==> config.mk <==
export PLATFORM = sky130hd
export DESIGN_NAME = ccm_regs
export DESIGN_NICKNAME = d
export VERILOG_FILES = /design/src/rtl/ccm_pkg.sv /design/src/rtl/ccm_regs.sv
export SDC_FILE = /design/constraint.sdc
export NUM_CORES = 1
export LEC_CHECK = 0
export ABC_AREA = 1
export BUFFER_PORTS_ARGS = -buffer_cell sky130_fd_sc_hd__clkbuf_2
export CAP_MARGIN = 25
export CORE_UTILIZATION = 53
export CTS_CLUSTER_DIAMETER = 60
export DETAILED_ROUTE_END_ITERATION = 8
export GPL_ROUTABILITY_DRIVEN = 0
export GPL_TIMING_DRIVEN = 0
export PLACE_DENSITY = 0.82
export RECOVER_POWER = 100
export SLEW_MARGIN = 30
export SYNTH_ARGS = -nofsm -noshare
export SYNTH_HDL_FRONTEND = slang
export SYNTH_SLANG_ARGS = --single-unit
==> constraint.sdc <==
create_clock -name clk_sys_in -period 5.1 [get_ports clk_sys_in]
set_input_delay 0.51 -clock clk_sys_in [delete_from_list [all_inputs] [get_ports clk_sys_in]]
set_output_delay 0.51 -clock clk_sys_in [all_outputs]
set_load 0.01 [all_outputs]
==> src/rtl/ccm_pkg.sv <==
// package: command codes, field layout and reset values of the conference/meter register bank
package ccm_pkg;
  localparam logic [7:0] CCM_RW_BIT_MASK   = 8'h80;
  localparam int         CCM_RW_BIT        = 7;
  localparam logic [6:0] CCM_CODE_B_TX     = 7'h28;
  localparam logic [6:0] CCM_CODE_B_RX     = 7'h29;
  localparam logic [6:0] CCM_CODE_C_TX     = 7'h2A;
  localparam logic [6:0] CCM_CODE_C_RX     = 7'h2B;
  localparam logic [6:0] CCM_CODE_D_TX     = 7'h2C;
  localparam logic [6:0] CCM_CODE_D_RX     = 7'h2D;
  localparam logic [6:0] CCM_CODE_PER_LO   = 7'h2E;
  localparam logic [6:0] CCM_CODE_CTRL     = 7'h2F;
  localparam logic [6:0] CCM_CODE_RES_LO   = 7'h30;
  localparam logic [6:0] CCM_CODE_RES_HI   = 7'h31;
  localparam logic [6:0] CCM_CODE_FLAG_LEN = 7'h32;
  // control register bit positions
  localparam int         CCM_CTRL_ONCE     = 7;
  localparam int         CCM_CTRL_EN       = 6;
  localparam int         CCM_CTRL_CS_HI    = 5;
  localparam int         CCM_CTRL_CS_LO    = 4;
  localparam int         CCM_CTRL_PER_HI   = 2;
  localparam int         CCM_PER_W         = 11;
  localparam int         CCM_ACC_W         = 27;
  localparam logic [7:0]  CCM_BYTE_RST     = 8'h00;
  localparam logic [10:0] CCM_PER_RST      = 11'h000;
  localparam logic [15:0] CCM_RES_RST      = 16'h0000;
  localparam logic [15:0] CCM_RES_MAX      = 16'hFFFF;
  localparam logic [1:0]  CCM_CS_RST       = 2'h0;
  localparam logic [10:0] CCM_PER_STEP     = 11'h001;

  typedef struct packed {
    logic       highway_sel;
    logic [6:0] slot;
  } ccm_slot_t;

  localparam ccm_slot_t CCM_SLOT_RST = '{highway_sel: 1'b0, slot: 7'h00};

  typedef struct packed {
    ccm_slot_t party_b_tx;
    ccm_slot_t party_b_rx;
    ccm_slot_t party_c_tx;
    ccm_slot_t party_c_rx;
    ccm_slot_t party_d_tx;
    ccm_slot_t party_d_rx;
  } ccm_conf_t;

  localparam ccm_conf_t CCM_CONF_RST = '{default: CCM_SLOT_RST};

  typedef struct packed {
    logic                 single_shot;
    logic                 enable;
    logic [1:0]           channel_select;
    logic [CCM_PER_W-1:0] period_count;
  } ccm_meter_ctl_t;

  localparam ccm_meter_ctl_t CCM_METER_CTL_RST = '{
    single_shot: 1'b0, enable: 1'b0, channel_select: CCM_CS_RST, period_count: CCM_PER_RST};

  typedef enum logic [1:0] {
    CCM_M_IDLE,
    CCM_M_RUN,
    CCM_M_HOLD
  } ccm_meter_state_t;
endpackage

==> src/rtl/ccm_regs.sv <==
// conference slot, level meter and caller-id flag length register bank
//
// How it works
// - command byte bit 7 selects write(1)/read(0); party-B transmit is 28H/A8H
// - party-B transmit bit 7 routes onto transmit highway one (0) or two (1)
// - every conference slot field is bits 6..0, values 0 to 127
// - party-B receive at 29H: bit 7 receive highway, bits 6..0 slot
// - parties C and D receive registers at 2BH and 2DH, same layout
// - parties C and D transmit registers at 2AH and 2CH, same layout
// - reset leaves all highway selects and slot fields at zero
// - meter period is 11 bits: low byte at 2EH, bits 10..8 at 2FH[2:0]
// - nonzero period N integrates N frames of 125 us, up to 255.875 ms
// - period zero passes the selected sample straight to the result
// - single-shot bit 7 of 2FH: run one period, restart needs enable 0 to 1
// - single-shot cleared: periods repeat continuously while enabled
// - bit 6 of 2FH starts metering when 1, stops when 0, resets to 0
// - bits 5..4 of 2FH select channel 1 to 4, reset 00
// - result low byte read at 30H, high at 31H, read only, reset zero
// - flag length register at 32H, 0 to 255 one-bits, reset zero
`timescale 1ns/1ps
module ccm_regs
  import ccm_pkg::*;
(
  input  wire logic                 clk_sys_in,
  input  wire logic                 rst_n_in,
  input  wire logic                 cmd_valid_in,
  input  wire logic [7:0]           cmd_byte_in,
  input  wire logic [7:0]           cmd_wdata_in,
  input  wire logic                 frame_strobe_in,
  input  wire logic [3:0][15:0]     pcm_sample_in,
  output logic                      rd_valid_out,
  output logic [7:0]                rd_data_out,
  output ccm_conf_t                 conf_out,
  output ccm_meter_ctl_t            meter_ctl_out,
  output logic [15:0]               meter_result_out,
  output logic                      meter_busy_out,
  output logic [7:0]                callerid_flag_bit_count_out
);

  ccm_slot_t        slot_b_tx,   slot_b_rx;
  ccm_slot_t        slot_c_tx,   slot_c_rx;
  ccm_slot_t        slot_d_tx,   slot_d_rx;
  ccm_meter_ctl_t   ctl_r,       ctl_nxt;
  logic             busy_r,      busy_nxt;
  logic [7:0]       flag_len_r,  flag_len_nxt;
  logic             rd_valid_r,  rd_valid_nxt;
  logic [7:0]       rd_data_r,   rd_data_nxt;
  ccm_meter_state_t mstate_r,    mstate_nxt;
  logic [CCM_ACC_W-1:0] acc_r,   acc_nxt;
  logic [CCM_PER_W-1:0] cnt_r,   cnt_nxt;
  logic [15:0]      result_r,    result_nxt;

  logic             is_write;
  logic             wr_en;
  logic [6:0]       code;
  logic [15:0]      sel_sample;
  logic [15:0]      sel_mag;
  logic [CCM_ACC_W-1:0] acc_sum;

  assign is_write = cmd_byte_in[CCM_RW_BIT];
  assign code     = cmd_byte_in[6:0];
  assign wr_en    = cmd_valid_in && is_write;

  // --- conference slot registers ---
  // each register decodes its own write code, so all six share one tested body
  ccm_slot_reg #(
    .WR_CODE (CCM_CODE_B_TX)
  ) u_party_b_tx (
    .clk_sys_in  (clk_sys_in),
    .rst_n_in    (rst_n_in),
    .wr_valid_in (wr_en),
    .wr_code_in  (code),
    .wr_data_in  (cmd_wdata_in),
    .slot_out    (slot_b_tx)
  );
  ccm_slot_reg #(
    .WR_CODE (CCM_CODE_B_RX)
  ) u_party_b_rx (
    .clk_sys_in  (clk_sys_in),
    .rst_n_in    (rst_n_in),
    .wr_valid_in (wr_en),
    .wr_code_in  (code),
    .wr_data_in  (cmd_wdata_in),
    .slot_out    (slot_b_rx)
  );
  ccm_slot_reg #(
    .WR_CODE (CCM_CODE_C_TX)
  ) u_party_c_tx (
    .clk_sys_in  (clk_sys_in),
    .rst_n_in    (rst_n_in),
    .wr_valid_in (wr_en),
    .wr_code_in  (code),
    .wr_data_in  (cmd_wdata_in),
    .slot_out    (slot_c_tx)
  );
  ccm_slot_reg #(
    .WR_CODE (CCM_CODE_C_RX)
  ) u_party_c_rx (
    .clk_sys_in  (clk_sys_in),
    .rst_n_in    (rst_n_in),
    .wr_valid_in (wr_en),
    .wr_code_in  (code),
    .wr_data_in  (cmd_wdata_in),
    .slot_out    (slot_c_rx)
  );
  ccm_slot_reg #(
    .WR_CODE (CCM_CODE_D_TX)
  ) u_party_d_tx (
    .clk_sys_in  (clk_sys_in),
    .rst_n_in    (rst_n_in),
    .wr_valid_in (wr_en),
    .wr_code_in  (code),
    .wr_data_in  (cmd_wdata_in),
    .slot_out    (slot_d_tx)
  );
  ccm_slot_reg #(
    .WR_CODE (CCM_CODE_D_RX)
  ) u_party_d_rx (
    .clk_sys_in  (clk_sys_in),
    .rst_n_in    (rst_n_in),
    .wr_valid_in (wr_en),
    .wr_code_in  (code),
    .wr_data_in  (cmd_wdata_in),
    .slot_out    (slot_d_rx)
  );

  // --- host command decode and register writes ---
  always_comb begin
    ctl_nxt      = ctl_r;
    flag_len_nxt = flag_len_r;
    rd_valid_nxt = 1'b0;
    rd_data_nxt  = rd_data_r;
    if (cmd_valid_in && is_write) begin
      case (code)
        CCM_CODE_B_TX, CCM_CODE_B_RX, CCM_CODE_C_TX,
        CCM_CODE_C_RX, CCM_CODE_D_TX, CCM_CODE_D_RX: ;  // slot registers decode these
        CCM_CODE_PER_LO:   ctl_nxt.period_count[7:0] = cmd_wdata_in;
        CCM_CODE_CTRL: begin
          ctl_nxt.single_shot    = cmd_wdata_in[CCM_CTRL_ONCE];
          ctl_nxt.enable         = cmd_wdata_in[CCM_CTRL_EN];
          ctl_nxt.channel_select = cmd_wdata_in[CCM_CTRL_CS_HI:CCM_CTRL_CS_LO];
          ctl_nxt.period_count[CCM_PER_W-1:8] = cmd_wdata_in[CCM_CTRL_PER_HI:0];
        end
        CCM_CODE_FLAG_LEN: flag_len_nxt = cmd_wdata_in;
        default: ;  // result registers and unmapped codes take no write
      endcase
    end
    if (cmd_valid_in && !is_write) begin
      rd_valid_nxt = 1'b1;
      case (code)
        CCM_CODE_B_TX:     rd_data_nxt = slot_b_tx;
        CCM_CODE_B_RX:     rd_data_nxt = slot_b_rx;
        CCM_CODE_C_TX:     rd_data_nxt = slot_c_tx;
        CCM_CODE_C_RX:     rd_data_nxt = slot_c_rx;
        CCM_CODE_D_TX:     rd_data_nxt = slot_d_tx;
        CCM_CODE_D_RX:     rd_data_nxt = slot_d_rx;
        CCM_CODE_PER_LO:   rd_data_nxt = ctl_r.period_count[7:0];
        CCM_CODE_CTRL:     rd_data_nxt = {ctl_r.single_shot, ctl_r.enable,
                                          ctl_r.channel_select, 1'b0,
                                          ctl_r.period_count[CCM_PER_W-1:8]};
        CCM_CODE_RES_LO:   rd_data_nxt = result_r[7:0];
        CCM_CODE_RES_HI:   rd_data_nxt = result_r[15:8];
        CCM_CODE_FLAG_LEN: rd_data_nxt = flag_len_r;
        default:           rd_data_nxt = CCM_BYTE_RST;
      endcase
    end
  end

  always_ff @(posedge clk_sys_in or negedge rst_n_in) begin
    if (!rst_n_in) begin
      ctl_r      <= CCM_METER_CTL_RST;
      flag_len_r <= CCM_BYTE_RST;
      rd_valid_r <= 1'b0;
      rd_data_r  <= CCM_BYTE_RST;
    end else begin
      ctl_r      <= ctl_nxt;
      flag_len_r <= flag_len_nxt;
      rd_valid_r <= rd_valid_nxt;
      rd_data_r  <= rd_data_nxt;
    end
  end

  // --- level meter: magnitude integrator over frames ---
  assign sel_sample = pcm_sample_in[ctl_r.channel_select];
  assign sel_mag    = sel_sample[15] ? 16'(~sel_sample + 16'h0001) : sel_sample;
  assign acc_sum    = acc_r + CCM_ACC_W'(sel_mag);

  always_comb begin
    mstate_nxt = mstate_r;
    acc_nxt    = acc_r;
    cnt_nxt    = cnt_r;
    result_nxt = result_r;
    case (mstate_r)
      CCM_M_IDLE: begin
        acc_nxt = '0;
        cnt_nxt = '0;
        if (ctl_r.enable) begin
          mstate_nxt = CCM_M_RUN;
        end
      end
      CCM_M_RUN: begin
        if (!ctl_r.enable) begin
          mstate_nxt = CCM_M_IDLE;
        end else if (frame_strobe_in) begin
          if (ctl_r.period_count == CCM_PER_RST) begin
            result_nxt = sel_sample;
          end else if (cnt_r + CCM_PER_STEP == ctl_r.period_count) begin
            result_nxt = (acc_sum > CCM_ACC_W'(CCM_RES_MAX)) ? CCM_RES_MAX : acc_sum[15:0];
            acc_nxt    = '0;
            cnt_nxt    = '0;
            if (ctl_r.single_shot) begin
              mstate_nxt = CCM_M_HOLD;
            end  // otherwise the next period starts at once
          end else begin
            acc_nxt = acc_sum;
            cnt_nxt = cnt_r + CCM_PER_STEP;
          end
        end
      end
      CCM_M_HOLD: begin
        if (!ctl_r.enable) begin  // restart needs enable low then high
          mstate_nxt = CCM_M_IDLE;
        end
      end
      default: mstate_nxt = CCM_M_IDLE;
    endcase
    busy_nxt = (mstate_nxt == CCM_M_RUN);
  end

  always_ff @(posedge clk_sys_in or negedge rst_n_in) begin
    if (!rst_n_in) begin
      mstate_r <= CCM_M_IDLE;
      acc_r    <= '0;
      cnt_r    <= CCM_PER_RST;
      result_r <= CCM_RES_RST;
      busy_r   <= 1'b0;
    end else begin
      mstate_r <= mstate_nxt;
      acc_r    <= acc_nxt;
      cnt_r    <= cnt_nxt;
      result_r <= result_nxt;
      busy_r   <= busy_nxt;
    end
  end

  assign rd_valid_out                = rd_valid_r;
  assign rd_data_out                 = rd_data_r;
  assign conf_out                    = '{party_b_tx: slot_b_tx,
                                         party_b_rx: slot_b_rx,
                                         party_c_tx: slot_c_tx,
                                         party_c_rx: slot_c_rx,
                                         party_d_tx: slot_d_tx,
                                         party_d_rx: slot_d_rx};
  assign meter_ctl_out               = ctl_r;
  assign meter_result_out            = result_r;
  assign meter_busy_out              = busy_r;
  assign callerid_flag_bit_count_out = flag_len_r;

endmodule // ccm_regs

// one conference slot and highway register, written by its own command code
module ccm_slot_reg
  import ccm_pkg::*;
#(
  parameter logic [6:0] WR_CODE = CCM_CODE_B_TX
)
(
  input  wire logic       clk_sys_in,
  input  wire logic       rst_n_in,
  input  wire logic       wr_valid_in,
  input  wire logic [6:0] wr_code_in,
  input  wire logic [7:0] wr_data_in,
  output ccm_slot_t       slot_out
);

  ccm_slot_t slot_r, slot_nxt;

  always_comb begin
    slot_nxt = slot_r;
    if (wr_valid_in && (wr_code_in == WR_CODE)) begin
      slot_nxt = ccm_slot_t'(wr_data_in);
    end
  end

  always_ff @(posedge clk_sys_in or negedge rst_n_in) begin
    if (!rst_n_in) begin
      slot_r <= CCM_SLOT_RST;
    end else begin
      slot_r <= slot_nxt;
    end
  end

  assign slot_out = slot_r;

endmodule // ccm_slot_reg

# After elaboration in Yosys (flattened, before gate mapping)
# Index checks and enable logic that the tools add are counted.
# W data, S select, Z words.
[classes]
addsub = 3
multipliers = 0
div_mod_pow = 0
n_lt_le_gt_ge = 2
n_eq_ne = 18
shifts = 0
n_mux = 26
bitwise = 1
reduce_logical = 18
[op_table]
columns = ["operator", "n"]
rows = [
  ["$mux W27", 4],
  ["$pmux W8 S11", 1],
  ["$mux W16", 5],
  ["$eq A7 B6 Y1 const B", 11],
  ["$pmux W27 S2", 1],
  ["$mux W11", 4],
  ["$bmux W16 S2", 1],
  ["$add A27 B16 Y27", 1],
  ["$gt A27 B16 Y1 const B", 1],
  ["$pmux W11 S2", 1],
  ["$add A16 B1 Y16 const B", 1],
  ["$not A16 Y16", 1],
  ["$mux W2", 7],
  ["$add A11 B1 Y11 const B", 1],
  ["$eq A11 B11 Y1", 1],
  ["$logic_not A11 Y1", 1],
  ["$logic_and A1 B1 Y1", 8],
  ["$reduce_and A4 Y1", 2],
  ["$ne A2 B2 Y1 const B", 3],
  ["$pmux W2 S3", 1],
  ["$reduce_and A2 Y1", 3],
  ["$eq A2 B1 Y1 const B", 2],
  ["$reduce_bool A2 Y1", 2],
  ["$lt A2 B3 Y1 const B", 1],
  ["4 further kinds", 4],
]
[totals]
reg_bits = 137
latchBits = 0
mem_bits_rw = 0
mem_bits_ro = 0
inputBits = 84
output_inout_bits = 97
wordCells = 93
n_memories = 0

# Longest topological paths before layout
[depth]
depth_word = 11
depth_mapped = 32
ltp_nobuf = 30

# Modules after synthesis
# Synthesis repeated with hierarchy kept, for this count alone.
[unflattened]
hier_cells = 1432
area_unflattened_um2 = 9640.5
[modules_own_cells]
columns = ["mod", "instances", "cells_each", "area_per_inst_um2", "seq_area_each_um2"]
rows = [
  ["ccm_regs", 1, 1169, 7362.1, 2227.1],
  ["ccm_slot_reg at u_party_b_rx ...", 2, 43, 369.1, 200.2],
  ["ccm_slot_reg at u_party_b_tx", 1, 44, 395.4, 200.2],
  ["ccm_slot_reg at u_party_d_tx", 1, 43, 391.6, 200.2],
  ["ccm_slot_reg at u_party_c_rx", 1, 42, 387.9, 200.2],
  ["ccm_slot_reg at u_party_d_rx", 1, 48, 365.4, 200.2],
]

# Worst setup path before layout
# Ideal clock, no wire load.
[synth_path]
path_type = "register -> register"
start = "reg ctl_r (netlist bit meter_ctl_out[11])"
end = "reg result_r[6] (netlist: meter_result_out[6])"
setup_time_ns = 0.116
arrival_ns = 3.391
t_required_ns = 4.984
path_slack_ns = 1.592
path_stages_with_launch = 26
n_path_buf = 2
period_less_slack_ns = 3.508
path_cell_list = "dfrtp_1 > buf_2 > nand2_1 > a32oi_1 > inv_1 > ha_1 > nand4_1 > nand2_1 > nand3_1 > xor2_1 > inv_1 > ha_1 > nand2_1 > nor2_1 > nand2_1 > nor2_1 > o21ai_1 > nand3_1 > nand2_1 > nand2_1 > nand2_1 > nor2_4 > buf_4 > nand4_1 > nand2_1 > nand2_1"
[synth_between]
elab_chain_cells = 10
[synth_rtl]
columns = ["element", "line_no", "rtl"]
rows = [
  ["from (decl)", "ccm_regs.sv:43", "ccm_meter_ctl_t ctl_r, ctl_nxt;"],
  ["from (signal assigned)", "ccm_regs.sv:176", "ctl_r <= ctl_nxt;"],
  ["$bmux W16 S2 (*)", "ccm_regs.sv:184", "assign sel_sample = pcm_sample_in[ctl_r.channel_select];"],
  ["$mux W16 (not written as such) (*)", "ccm_regs.sv:184", ""],
  ["$not A16 Y16", "ccm_regs.sv:185", "assign sel_mag = sel_sample[15] ? 16'(~sel_sample + 16'h0001) : sel_sample;"],
  ["$add A16 B1 Y16", "ccm_regs.sv:185", ""],
  ["$mux W16", "ccm_regs.sv:185", ""],
  ["$add A27 B16 Y27", "ccm_regs.sv:186", "assign acc_sum = acc_r + CCM_ACC_W'(sel_mag);"],
  ["$gt A27 B16 Y1", "ccm_regs.sv:208", "result_nxt = (acc_sum > CCM_ACC_W'(CCM_RES_MAX)) ? CCM_RES_MAX : acc_sum[15:0];"],
  ["$mux W16", "ccm_regs.sv:208", ""],
  ["$mux W16", "ccm_regs.sv:207", "end else if (cnt_r + CCM_PER_STEP == ctl_r.period_count) begin"],
  ["$mux W16 (*)", "ccm_regs.sv:205", "if (ctl_r.period_count == CCM_PER_RST) begin"],
  ["to (signal assigned)", "ccm_regs.sv:241", "result_r <= result_nxt;"],
  ["to (decl)", "ccm_regs.sv:51", "logic [15:0] result_r, result_nxt;"],
]
# Every way passes the cells marked *; elsewhere a longest branch is shown, timed or not. The select of a mux whose other input is x is not followed.
# A chain may end at the register's enable or synchronous reset.

# Worst setup path after layout
[layout_path]
start = "reg ctl_r (netlist bit meter_ctl_out[11])"
end = "reg result_r[14] (netlist: meter_result_out[14])"
# Same word-level chain as after synthesis.

==> out/results.ini <==
[worst_setup_path]
timing.rr.end=meter_result_out[14]
arrival_ns=4.92
crit_type=reg2reg
endpoint=meter_result_out[14]
crit_slowest_cell=a32oi_1
cp_slowest_stage_delay_ns=0.55
reg2reg_slack_ns=0.49
reg2regPathDepth=26
crit_family=simple AND/OR/NAND/NOR gates
start_kind=register
crit_path_max_fanout=10
critPathRequiredTime_ns=5.41
crit_top_cell=nand2_1
reg2reg_from=meter_ctl_out[11]
cp.depth=26
end_kind=register
startpoint=meter_ctl_out[11]
crit_buf_inv=5

[clock_network]
htree_levels=4
cts_hold_buf=0
cts_buffer_depth=2
cts_buffers=17
clock_sinks=137
root_buffer=clkbuf_16
clkLatencyLatePin_ns=0.44
ctsResizeCount=0
cts_tree=yes
cts.clk_slew.worst_paths_ns=0.07
post_cts_buffers=0

[outcome]
status=complete, but fails checks
violations=max-capacitance violations, max-slew violations

[cells_and_area]
instances_no_fill=1738
antenna_cells=0
nets=1609
drive_gt1_share_pct=10.3
final_cell_area_mm2=0.0106
layout_commonest_cell=nand2_1
area_delta_synth_final_pct=18.7
final_cell_mix=427 x nand2_1, 177 x inv_1, 137 x dfrtp_1

[pwr]
p_leak_nw=5.39
pwr-share-comb_pct=17.1
power_switching_mw=0.955
p_per_area_mw_per_mm2=282
swShare_pct=31.9
clkPwrFrac_pct=44.3
p_total_mw=2.99
internal-power_mw=2.04
seqPwrFrac_pct=38.6
vdd_drop_max_mv=0.278

[route]
dr.max_layer_used=met4
drt-pass1-iter-count=7
wl_met2_mm=13.0
drtAntennaViolNets=0
wl_met1_mm=12.0
wl_mm=28.4
dr_wl_met3_mm=2.58
wl_per_cell_um=16.4
drcViolationCount=0
vias=9738
vias_per_cell=5.60
detail_route.iter0.violations=971

[synthesis]
yosysSeqAreaShare_pct=38.3
yosysWarningCount=0
ys_async_sr_fraction_pct=100
netlist_area_mm2=0.00895
synth-seq-cells=137
synth_fp_nets=1409
synth_top_area_share_pct=38.3
synth-edff-count=0
synthFlopType=dfrtp_1
syn_inst=1305
synth.area.top_cells=dfrtp_1 38%, nand2_1 18%, inv_1 7.4%
synth.avg_cell_area_um2=6.86
synth_largest_area_cell=dfrtp_1
synth_cell_types=40

[run]
cap_violations=1

[global_routing]
grt_usage_pct=33.6
grt_first_pass_wirelength_mm=45.9
grt-ovfl-total=0
antenna_found_initial=0
grt_max_degree=86
grt_pass1_vias=9134

[sta]
max_clock_freq_ghz=0.217
finClkSkew_ns=0.0124
maxSlewHeadroom_pct=-110
setup_viol=0
rsz0062_at_grt=false
period_minus_slack_ns=4.61
fin_tns_setup_ns=0
fin_crit_sh_pct=90.4
drv_slew=53
tightest_slew_ns=3.15
final_hold_viol_count=0

[floorplan]
core_mm2=0.0165
die_y_um=132
dieArea_mm2=0.0174
fp-row-count=47
start_util_pct=54.2
chipWidth_um=132
io_pins=181

[worst_hold_path]
hold_path.startpoint=cmd_byte_in[7]
worstHoldPathType=in2reg

[placed_design]
place_area_mm2=0.0102
placed_cells=1706
port_buffers=180
dp_hpwl_mm=21.2

## layer usage
layer  up-vias  track usage, %
met5         -               0
met1      4534            44.6
met2       490            53.1
met3        84            7.77
met4         0            13.4
li1       4630               -
## state kept, by name, indices dropped and copies added, names as in the netlist, 2 cells and up
| register | flops |
|---|---|
| cnt_r | 11 |
| mstate_r | 2 |
| meter_result_out | 16 |
| u_party_d_tx.slot_out | 8 |
| u_party_b_tx.slot_out | 8 |
| u_party_b_rx.slot_out | 8 |
| u_party_c_rx.slot_out | 8 |
| rd_data_out | 8 |
| callerid_flag_bit_count_out | 8 |
| u_party_c_tx.slot_out | 8 |
| u_party_d_rx.slot_out | 8 |
| meter_ctl_out | 15 |
| acc_r | 27 |
## power groups by stage
stage / registers [mW] / clock network [mW] / logic [mW]
CTS: 1.15 / 1.32 / 0.514
global placement: 1.17 / 0 / 0.496
finish: 1.16 / 1.33 / 0.513
floorplan: 1.18 / 0 / 0.305
detailed placement: 1.17 / 0 / 0.507
global route: 1.16 / 1.37 / 0.571
## cell type report
class	count	area [µm²]
Buffer	40	191
Clock buffer	17	425
Clock inverter	15	200
Fill cell	1495	5900
Inverter	184	691
Multi-Input combinational cell	944	4610
Sequential cell	137	3430
Tap cell	220	275
Timing Repair Buffer	181	805
## per-stage QoR
| step | hold slack [ns] | utilization, % | setup WS (ns) |
|---|---|---|---|
| after detailed placement | 0.465 | 61.5 | 0.721 |
| after CTS | 0.0622 | 65.3 | 0.646 |
| after global routing | 0.423 | 64.3 | 0.0906 |
| after floorplan | 0.214 | - | 1.59 |
| final | 0.396 | 64.3 | 0.490 |
| after global placement | 0.467 | 61.3 | 0.800 |
## cell usage after synthesis, types with 14 or more instances
master and count:
nand2_1 425, inv_1 177, dfrtp_1 137, o21ai_0 106, nor2_1 93, nand3_1 83, a21oi_1 38, nand4_1 35
o22ai_1 32, clkbuf_1 21, xor2_1 21, ha_1 19, buf_2 14
## cells by family after synthesis
family	share of synthesized area, %
flops	38.3
xor+xnor	3.09
fa+ha+maj	2.88
compound gates	13.6
simple gates	32.2
buf+inv	9.88
## worst min path at each step
| stage | to | slack, ns | depth (start not counted) |
|---|---|---|---|
| floorplan | acc_r[0] | 0.21 | 0 |
| global placement | rd_data_out[1] | 0.47 | 2 |
| detailed placement | rd_data_out[2] | 0.47 | 2 |
| CTS | acc_r[2] | 0.06 | 1 |
| global route | rd_valid_out | 0.42 | 2 |
| finish | rd_valid_out | 0.40 | 2 |
(Power assumes the default switching activity.)
